[src/hw/obt_pkg.sv]
// Constants and carrier types for the octal registered bus transceiver.
// Assumes one 40 MHz system clock; bus pins and capture clocks are synchronous to it.
//
// Operation
// RULE1: Each capture clock rising edge loads its bus into its register, regardless of controls.
// RULE2: Select low passes live opposite-bus data; select high passes the stored register.
// RULE3: B driven only when its enable is high; A only when its enable is low.
// RULE4: B enabled, A-to-B select low: B follows the live A bus.
// RULE5: B enabled, A-to-B select high: B shows the A-side register.
// RULE6: A enabled, B-to-A select low: A follows the live B bus.
// RULE7: A enabled, B-to-A select high: A shows the B-side register.
// RULE8: Both enabled, both selects high: both ports show the opposite registers together.
// RULE9: Data non-inverted; A only pulls low or releases; B drives high, low or floats.
// RULE10: Both enabled, both selects low: each port reinforces its input, holding the bus.
// RULE11: Only B enabled, both clocks rising: A value lands in both registers.
// RULE12: Only A enabled, both clocks rising: B value lands in both registers.
// RULE13: Controller may clock both together only with select low; otherwise staggers them.
// RULE14: Changing a select never glitches the driven outputs.
// RULE15: All eight channels identical and share controls; registers have no reset.
package obt_pkg;

    // ****************************************************************
    // Widths and reset values
    // ****************************************************************
    localparam int   OBT_WIDTH          = 8;
    localparam logic OBT_OE_RST         = 1'b0;
    localparam logic OBT_CLK_PREV_RST   = 1'b1;
    localparam logic OBT_A_PULL_LEVEL   = 1'b0;

    // ****************************************************************
    // Carrier types
    // ****************************************************************
    typedef struct packed {
        logic b_drive_en;
        logic a_drive_en_low;
        logic a_to_b_sel;
        logic b_to_a_sel;
    } obt_ctrl_t;

    typedef struct packed {
        logic [OBT_WIDTH-1:0] data;
        logic [OBT_WIDTH-1:0] oe;
    } obt_pin_t;

endpackage : obt_pkg

[src/hw/obt_transceiver.sv]
// Octal registered bus transceiver: two capture registers, live/stored muxes, pin drivers.
// Assumes all inputs are synchronous to CLK; the bench resolves the A and B wires from the
// output and enable signals and feeds the resolved levels back on the input pins.
module obt_transceiver
    import obt_pkg::*;
#(
    parameter int WIDTH = OBT_WIDTH
) (
    input  wire logic             CLK,
    input  wire logic             RST,
    input  wire logic             A_CAPTURE_CLOCK,
    input  wire logic             B_CAPTURE_CLOCK,
    input  wire logic             B_PORT_DRIVE_ENABLE,
    input  wire logic             A_PORT_DRIVE_ENABLE_LOW,
    input  wire logic             A_TO_B_SOURCE_SELECT,
    input  wire logic             B_TO_A_SOURCE_SELECT,
    input  wire logic [WIDTH-1:0] A_SIDE_BUS_I,
    output logic      [WIDTH-1:0] A_SIDE_BUS_O,
    output logic      [WIDTH-1:0] A_SIDE_BUS_OE,
    input  wire logic [WIDTH-1:0] B_SIDE_BUS_I,
    output logic      [WIDTH-1:0] B_SIDE_BUS_O,
    output logic      [WIDTH-1:0] B_SIDE_BUS_OE
);

    // ****************************************************************
    // Capture clock edge detection
    // ****************************************************************
    obt_ctrl_t        ctrl;
    logic             a_clk_prev_reg;
    logic             a_clk_prev_next;
    logic             b_clk_prev_reg;
    logic             b_clk_prev_next;
    logic             a_edge;
    logic             b_edge;

    assign ctrl = '{b_drive_en:     B_PORT_DRIVE_ENABLE,
                    a_drive_en_low: A_PORT_DRIVE_ENABLE_LOW,
                    a_to_b_sel:     A_TO_B_SOURCE_SELECT,
                    b_to_a_sel:     B_TO_A_SOURCE_SELECT};

    // Previous level resets high so a clock held high through reset is not seen as an edge
    always_comb begin
        a_clk_prev_next = A_CAPTURE_CLOCK;
        b_clk_prev_next = B_CAPTURE_CLOCK;
        a_edge          = A_CAPTURE_CLOCK & ~a_clk_prev_reg;
        b_edge          = B_CAPTURE_CLOCK & ~b_clk_prev_reg;
    end

    always_ff @(posedge CLK) begin
        if (RST) begin
            a_clk_prev_reg <= OBT_CLK_PREV_RST;
            b_clk_prev_reg <= OBT_CLK_PREV_RST;
        end else begin
            a_clk_prev_reg <= a_clk_prev_next;
            b_clk_prev_reg <= b_clk_prev_next;
        end
    end

    // ****************************************************************
    // Storage registers
    // ****************************************************************
    logic [WIDTH-1:0] a_store_reg;
    logic [WIDTH-1:0] a_store_next;
    logic [WIDTH-1:0] b_store_reg;
    logic [WIDTH-1:0] b_store_next;

    // Loads ignore selects and enables; with a port driven, the resolved wire carries the
    // opposite bus back in, so both registers fill from one bus
    always_comb begin
        a_store_next = a_edge ? A_SIDE_BUS_I : a_store_reg; // RULE1 RULE12
        b_store_next = b_edge ? B_SIDE_BUS_I : b_store_reg; // RULE1 RULE11
    end

    // No reset on purpose: contents are undefined until the first capture edge
    always_ff @(posedge CLK) begin
        a_store_reg <= a_store_next; // RULE15
        b_store_reg <= b_store_next;
    end

    // ****************************************************************
    // Source muxes and pin drivers, one identical slice per bit
    // ****************************************************************
    obt_pin_t a_pin_reg;
    obt_pin_t a_pin_next;
    obt_pin_t b_pin_reg;
    obt_pin_t b_pin_next;

    // Per-bit source choice lands on nets so that each slice has its own single driver
    wire [WIDTH-1:0] to_b_vec;
    wire [WIDTH-1:0] to_a_vec;

    genvar gi;
    generate
        for (gi = 0; gi < WIDTH; gi++) begin : g_bit // RULE15
            // A slice sees only its own bit; no bit of one channel leaks into another
            assign to_b_vec[gi] = ctrl.a_to_b_sel ? a_store_reg[gi] : A_SIDE_BUS_I[gi]; // RULE2 RULE4 RULE5
            assign to_a_vec[gi] = ctrl.b_to_a_sel ? b_store_reg[gi] : B_SIDE_BUS_I[gi]; // RULE2 RULE6 RULE7

            // Open drain: a slice never asks for a high level on the A side
            bit_a_low_a: assert property (@(posedge CLK) disable iff (RST) // RULE9
                A_SIDE_BUS_OE[gi] |-> (A_SIDE_BUS_O[gi] == 1'b0))
                else $error("A slice drove a high level while pulling");
        end
    endgenerate

    // One process builds both pin words; the A side pulls only where the source bit is low
    always_comb begin
        b_pin_next.data = to_b_vec; // RULE9
        b_pin_next.oe   = {WIDTH{ctrl.b_drive_en}}; // RULE3 RULE8 RULE10
        a_pin_next.data = {WIDTH{OBT_A_PULL_LEVEL}};
        a_pin_next.oe   = {WIDTH{~ctrl.a_drive_en_low}} & ~to_a_vec; // RULE3 RULE9 RULE8 RULE10
    end

    // Registering the pins removes any decode glitch when a select flips, at one cycle of latency
    always_ff @(posedge CLK) begin
        if (RST) begin
            a_pin_reg <= '{data: {WIDTH{OBT_A_PULL_LEVEL}}, oe: {WIDTH{OBT_OE_RST}}};
            b_pin_reg <= '{data: {WIDTH{OBT_A_PULL_LEVEL}}, oe: {WIDTH{OBT_OE_RST}}};
        end else begin
            a_pin_reg <= a_pin_next; // RULE14
            b_pin_reg <= b_pin_next; // RULE14
        end
    end

    assign A_SIDE_BUS_O  = a_pin_reg.data;
    assign A_SIDE_BUS_OE = a_pin_reg.oe;
    assign B_SIDE_BUS_O  = b_pin_reg.data;
    assign B_SIDE_BUS_OE = b_pin_reg.oe;

    // ****************************************************************
    // Assertions
    // ****************************************************************
    load_a_reg_a: assert property (@(posedge CLK) disable iff (RST) // RULE1
        (A_CAPTURE_CLOCK && !a_clk_prev_reg) |=> (a_store_reg == $past(A_SIDE_BUS_I)))
        else $error("A-side register missed a capture edge");

    load_b_reg_a: assert property (@(posedge CLK) disable iff (RST) // RULE1
        (B_CAPTURE_CLOCK && !b_clk_prev_reg) ##1 !(B_CAPTURE_CLOCK && !b_clk_prev_reg)
        |=> $stable(b_store_reg) && (b_store_reg == $past(B_SIDE_BUS_I, 2)))
        else $error("B-side register missed a capture edge or changed without one");

    b_enable_a: assert property (@(posedge CLK) disable iff (RST) // RULE3
        ##1 (B_SIDE_BUS_OE == {WIDTH{$past(B_PORT_DRIVE_ENABLE)}}))
        else $error("B port drive does not follow its enable");

    a_isolate_a: assert property (@(posedge CLK) disable iff (RST) // RULE3
        A_PORT_DRIVE_ENABLE_LOW |=> (A_SIDE_BUS_OE == '0))
        else $error("A port pulled while disabled");

    b_live_a: assert property (@(posedge CLK) disable iff (RST) // RULE4
        (B_PORT_DRIVE_ENABLE && !A_TO_B_SOURCE_SELECT) |=> (B_SIDE_BUS_O == $past(A_SIDE_BUS_I)))
        else $error("B port not showing live A data");

    b_stored_a: assert property (@(posedge CLK) disable iff (RST) // RULE5
        (B_PORT_DRIVE_ENABLE && A_TO_B_SOURCE_SELECT) |=> (B_SIDE_BUS_O == $past(a_store_reg)))
        else $error("B port not showing A-side register");

    a_live_a: assert property (@(posedge CLK) disable iff (RST) // RULE6
        (!A_PORT_DRIVE_ENABLE_LOW && !B_TO_A_SOURCE_SELECT) |=> (A_SIDE_BUS_OE == ~$past(B_SIDE_BUS_I)))
        else $error("A port not showing live B data");

    a_stored_a: assert property (@(posedge CLK) disable iff (RST) // RULE7
        (!A_PORT_DRIVE_ENABLE_LOW && B_TO_A_SOURCE_SELECT) |=> (A_SIDE_BUS_OE == ~$past(b_store_reg)))
        else $error("A port not showing B-side register");

    both_stored_a: assert property (@(posedge CLK) disable iff (RST) // RULE8
        (B_PORT_DRIVE_ENABLE && !A_PORT_DRIVE_ENABLE_LOW && A_TO_B_SOURCE_SELECT && B_TO_A_SOURCE_SELECT)
        |=> (B_SIDE_BUS_O == $past(a_store_reg)) && (A_SIDE_BUS_OE == ~$past(b_store_reg)))
        else $error("Simultaneous stored transfer broken");

    a_open_drain_a: assert property (@(posedge CLK) disable iff (RST) // RULE9
        ##1 (A_SIDE_BUS_O == '0))
        else $error("A port drove a high level");

    // ****************************************************************
    // Loopback and dual loads
    // ****************************************************************
    // Both ports live: each side hands the other its own input back, one cycle later
    loop_hold_a: assert property (@(posedge CLK) disable iff (RST) // RULE10
        (B_PORT_DRIVE_ENABLE && !A_PORT_DRIVE_ENABLE_LOW && !A_TO_B_SOURCE_SELECT && !B_TO_A_SOURCE_SELECT)
        |=> (B_SIDE_BUS_O == $past(A_SIDE_BUS_I)) && (A_SIDE_BUS_OE == ~$past(B_SIDE_BUS_I)))
        else $error("Loopback does not reinforce the bus");

    // Depends on the surrounding wires resolving the driven B port back onto its input
    dual_b_load_a: assert property (@(posedge CLK) disable iff (RST) // RULE11
        (A_CAPTURE_CLOCK && !a_clk_prev_reg && B_CAPTURE_CLOCK && !b_clk_prev_reg
         && B_PORT_DRIVE_ENABLE && A_PORT_DRIVE_ENABLE_LOW && !A_TO_B_SOURCE_SELECT
         && $past(B_PORT_DRIVE_ENABLE) && $past(!A_TO_B_SOURCE_SELECT)
         && $stable(A_SIDE_BUS_I) && !$past(RST))
        |=> (a_store_reg == b_store_reg))
        else $error("A bus value did not reach both registers");

    // Depends on no other party sinking the A wires while the load is taken
    dual_a_load_a: assert property (@(posedge CLK) disable iff (RST) // RULE12
        (A_CAPTURE_CLOCK && !a_clk_prev_reg && B_CAPTURE_CLOCK && !b_clk_prev_reg
         && !A_PORT_DRIVE_ENABLE_LOW && !B_PORT_DRIVE_ENABLE && !B_TO_A_SOURCE_SELECT
         && $past(!A_PORT_DRIVE_ENABLE_LOW) && $past(!B_TO_A_SOURCE_SELECT)
         && $stable(B_SIDE_BUS_I) && !$past(RST))
        |=> (a_store_reg == b_store_reg))
        else $error("B bus value did not reach both registers");

    // ****************************************************************
    // Select switching and channel uniformity
    // ****************************************************************
    // With live and stored data equal, flipping the select must leave the pins untouched
    b_glitch_a: assert property (@(posedge CLK) disable iff (RST) // RULE14
        (B_PORT_DRIVE_ENABLE && $stable(B_PORT_DRIVE_ENABLE) && (a_store_reg == A_SIDE_BUS_I)
         && $stable(A_SIDE_BUS_I) && $stable(a_store_reg) && !$past(RST))
        |=> $stable(B_SIDE_BUS_O))
        else $error("B port moved although live and stored data agree");

    a_glitch_a: assert property (@(posedge CLK) disable iff (RST) // RULE14
        (!A_PORT_DRIVE_ENABLE_LOW && $stable(A_PORT_DRIVE_ENABLE_LOW) && (b_store_reg == B_SIDE_BUS_I)
         && $stable(B_SIDE_BUS_I) && $stable(b_store_reg) && !$past(RST))
        |=> $stable(A_SIDE_BUS_OE))
        else $error("A port moved although live and stored data agree");

    // All channels share one enable, so the B drive word is all ones or all zeros
    b_uniform_a: assert property (@(posedge CLK) disable iff (RST) // RULE15
        ##1 ((B_SIDE_BUS_OE == {WIDTH{1'b0}}) || (B_SIDE_BUS_OE == {WIDTH{1'b1}})))
        else $error("B channels disagree on their drive enable");

    // ****************************************************************
    // Cover points
    // ****************************************************************
    loopback_c: cover property (@(posedge CLK) disable iff (RST)
        B_PORT_DRIVE_ENABLE && !A_PORT_DRIVE_ENABLE_LOW && !A_TO_B_SOURCE_SELECT && !B_TO_A_SOURCE_SELECT);
    dual_load_c: cover property (@(posedge CLK) disable iff (RST)
        a_edge && b_edge && B_PORT_DRIVE_ENABLE);
    sel_flip_c: cover property (@(posedge CLK) disable iff (RST)
        B_PORT_DRIVE_ENABLE && $changed(A_TO_B_SOURCE_SELECT));
    a_dual_load_c: cover property (@(posedge CLK) disable iff (RST)
        a_edge && b_edge && !A_PORT_DRIVE_ENABLE_LOW);
    both_stored_c: cover property (@(posedge CLK) disable iff (RST)
        B_PORT_DRIVE_ENABLE && !A_PORT_DRIVE_ENABLE_LOW && A_TO_B_SOURCE_SELECT && B_TO_A_SOURCE_SELECT);

endmodule : obt_transceiver

[config.mk]
export PLATFORM = sky130hd
export DESIGN_NAME = obt_transceiver
export DESIGN_NICKNAME = d
export VERILOG_FILES = /design/src/hw/obt_pkg.sv /design/src/hw/obt_transceiver.sv
export SDC_FILE = /design/constraint.sdc
export NUM_CORES = 1
export LEC_CHECK = 0
export BUFFER_PORTS_ARGS = -buffer_cell sky130_fd_sc_hd__buf_4
export CAP_MARGIN = 0
export CORE_UTILIZATION = 35
export DETAILED_ROUTE_END_ITERATION = 7
export MAX_ROUTING_LAYER = met4
export PLACE_DENSITY = 0.7
export SYNTH_ARGS = -nofsm -noshare
export SYNTH_HDL_FRONTEND = slang
export SYNTH_SLANG_ARGS = --single-unit
[constraint.sdc]
create_clock -name CLK -period 1.6 [get_ports CLK]
set_clock_uncertainty 0.1 [all_clocks]
set_input_delay 0.32 -clock CLK [delete_from_list [all_inputs] [get_ports CLK]]
set_output_delay 0.32 -clock CLK [all_outputs]
set_load 0.05 [all_outputs]
After elaboration in Yosys (flattened, before gate mapping)
Index checks and enable logic that the tools add are counted.
{ "classes": {"n_bitwise": 7, "muxes": 16} }
{ "op_table": {"columns": ["op", "n"], "rows": [
  ["$mux W1", 16],
  ["$and A8 B8 Y8", 1],
  ["$not A8 Y8", 1],
  ["$not A1 Y1", 3],
  ["$and A1 B1 Y1", 2]
]} }
{ "totals": {"wordCells": 31, "regBits": 43, "input_bits": 24, "out_inout_bits": 32} }

Logic depth before layout (Yosys ltp)
{ "logic_depth": {"ltp_word": 3, "depth_mapped": 3, "mapped_depth_nobuf": 2} }

Worst setup path before layout
Ideal clock, no wire load.
{ "synth_timing": {"path_kind": "register -> output", "startpoint": "register B_SIDE_BUS_OE[0] (netlist name)", "endpoint": "output B_SIDE_BUS_OE[1]", "t_required_ns": 1.180, "path_buffers": 1, "path_slack_ns": 0.167, "path_stages_with_launch": 2, "arrival_ns": 1.013, "cell_sequence": "dfxtp_1 > buf_4"} }
{ "synth_lines": {"columns": ["element", "line_no", "source"], "rows": [
  ["end: declaration", "obt_transceiver.sv:22", "output logic [WIDTH-1:0] B_SIDE_BUS_OE"]
]} }
No word-level cell between the ends.

Final worst setup path
{ "layout_timing": {"startpoint": "register B_SIDE_BUS_OE[0] (netlist name)", "endpoint": "output B_SIDE_BUS_OE[0]"} }
No word-level cell between the ends.

==> summary.txt <==
Yosys
  – Yosys warns: 0
  – Sequential area share after synthesis: 0.6596
  – Synth cell count leaders: 19 x dfxtp_1, 16 x buf_4, 16 x edfxtp_1
  – Post-synth EDFFs: 16
  – Yosys top cell area share: 0.3682
  – Top_reg_cell synth: dfxtp_1
  – #FFs+latches synth: 35
  – Distinct cells, synth: 13
  – Syn Area/Cell: roughly 14 um^2
  – Async S/R FF share, synth: 0
  – Leading area contributor after synthesis: edfxtp_1
  – Mapped cell area: 0.001305 mm^2
  – Top-count cell post-synth: dfxtp_1
  – Synth Instances: 93
  – Area contributors post-synth: edfxtp_1 37%, dfxtp_1 29%, buf_4 9.2%, a211oi_2 7.7%, mux2i_1 6.1%

Power
  – Gate power share: 0.162
  – Clock network power share: 0.343
  – Sequential power share: 0.495
  – Peak VDD IR: 0.3595 mV
  – Sw power: 522.9 uW
  – Internal: 1.471 mW
  – Power Density: 1163 mW/mm^2
  – Switching Fraction: 0.2622
  – Static leakage: 0.7368 nW

GRT
  – Antenna violations before repair: 0
  – Vias in the first global route: 749
  – Global-route wire length before repair: 3.532 mm
  – Largest net degree at the start of global routing: 17
  – Overflow after GRT: 0
  – Overall routing resource usage: 0.1294

Drt
  – Avg Vias per Cell: 4.152
  – Initial DRC Count: 35
  – Via count: 764
  – Drt wl/cell: 11.76 um
  – TritonRoute pass-1 iters: 2
  – Number of routed nets with antenna violations: 0
  – Number of remaining DRC errors: 0
  – Drt total wl: roughly 2.2 mm

Clock network
  – Post-cts sizing count: 0
  – Clock latency on the worst-skew pair: roughly 290 ps
  – # H-tree levels: 2
  – Clock slew at reported path FFs: 70 ps
  – Post-CTS Hold Fix Bufs: 0
  – CTS tree: yes
  – Clk root buf: clkbuf_8
  – Clock tree buffer depth: 2
  – Setup bufs post-CTS: 0
  – Number of buffers created by CTS: 5
  – Clock Sinks: 35

Worst setup path
  – WP data arrival: 970 ps
  – Critical path fanouts, max: 8
  – Crit path max-delay family: flip-flops
  – CP endpoint kind: output pin
  – Crit path required time: between 1000 and 1500 ps
  – Critical path type: flip-flop to output pin
  – Crit path buf inv count: 1
  – Worst path cell trace: buf_4
  – Max stage delay cell, worst path: dfxtp_1
  – Slowest stage delay, CP: ~440 ps
  – Worst setup SP type: flip-flop

Hold path
  – HP Class: input pin to flip-flop

Floorplanning
  – Core area: 0.003442 mm^2
  – Area of the die: ~0.0040 mm^2
  – Die width: 63.06 um
  – Initial Utilization: 0.3791
  – Io pins: 56
  – Die Ht: roughly 63 um
  – Row count: 21

Finish
  – Layout Cells excl Fill: roughly 180
  – Ant. Diodes: 0
  – Nets: 161
  – Ratio of cells with drive above 1 in the final layout: 0.4783
  – Area grow syn2layout: 31.45%

Flow run
  – Max-cap violations: 0

STA
  – Worst Tran Pin Value: around 730 ps
  – Max-slew violations: 0
  – Slew Limit Headroom: 0.5120
  – Fmax: 717.5 MHz
  – Setup violations, final: 0
  – Final hold vios: 0
  – Fin crit share: 0.8711
  – TNS Setup: 0 ps
  – Unrepaired setup endpoints after global routing: no
  – Fin crit period: 1394 ps

Status
  – Status: finished, final reports clean

Placed design
  – Gpl congestion: 0.6839
  – Dpl cells: ~180
  – HPWL after DPL: 1.598 mm
  – Port-buffer cells: 47
[per-stage QoR]
step | power (mW) | util | setup slack (ps) | hold slack (ps) | cell area (um^2)
detailed placement | 1.332 | 0.4693 | 145.1 | 337.5 | 1615
CTS | 2.013 | 0.4984 | 184.7 | 111.0 | 1715
global route | 2.075 | 0.4984 | 146.9 | 105.5 | 1715
global placement | 1.325 | 0.4693 | 218.3 | 327.6 | 1615
floorplan | 1.251 | - | 166.9 | 291.6 | 1331
finish | 1.994 | 0.4984 | 206.3 | 120.8 | 1715
[power groups by stage]
| stage | logic [mW] | clock network, mW | registers [mW] |
|---|---|---|---|
| final | 0.322 | 0.685 | 0.987 |
| after global routing | 0.339 | 0.745 | 0.990 |
| after CTS | 0.325 | 0.700 | 0.988 |
| after detailed placement | 0.325 | 0 | 1.01 |
| after global placement | 0.320 | 0 | 1.01 |
| after floorplan | 0.164 | 0 | 1.09 |
[area by class of cell]
class	instances	area, um^2
clock buffers	8	100.1
fillers	310	1727
multi-input cells	46	329.1
flip-flops and latches	35	860.8
well taps	46	57.56
repair buffers	49	367.9
[cell families after synthesis]
logic type / after synthesis / synth area share
other: 1 / 0.002874
AO/OA/AOI/OAI: 8 / 0.07670
flip-flops: 35 / 0.6596
multiplexers: 8 / 0.06136
buffers and inverters: 19 / 0.1083
AND/OR/NAND/NOR: 22 / 0.09109
[cells in the final DEF (no fill, tap or decap)]
master and n:
buf_4 49, dfxtp_1 19, edfxtp_1 16, nor2b_1 10, mux2i_1 8, nor2_1 8
a211oi_2 8, conb_1 8, clkbuf_8 7, or2_2 2, or2_0 1, and2b_1 1
clkbuf_1 1
[layer usage]
| layer | vias to the layer above | part of all wire | wire length, um | global-route usage |
|---|---|---|---|---|
| met5 | - | 0 | 0 | - |
| met4 | 0 | 0.035 | 76 | 0.1047 |
| met3 | 8 | 0.078 | 169 | 0.05978 |
| met2 | 30 | 0.52 | 1122 | 0.2043 |
| met1 | 346 | 0.37 | 797 | 0.1194 |
| li1 | 380 | - | - | - |
[final timing paths]
kind | startpoint | to | slack [ps] | cells after the start
max reg2reg | b_clk_prev_reg | b_store_reg[1] | 630 | 2
min | A_SIDE_BUS_I[6] | a_store_reg[6] | 120 | 1
max | B_SIDE_BUS_OE[0] | B_SIDE_BUS_OE[0] | 210 | 1
min reg2reg | b_store_reg[4] | A_SIDE_BUS_OE[4] | 340 | 1
(Power assumes the default switching activity.)
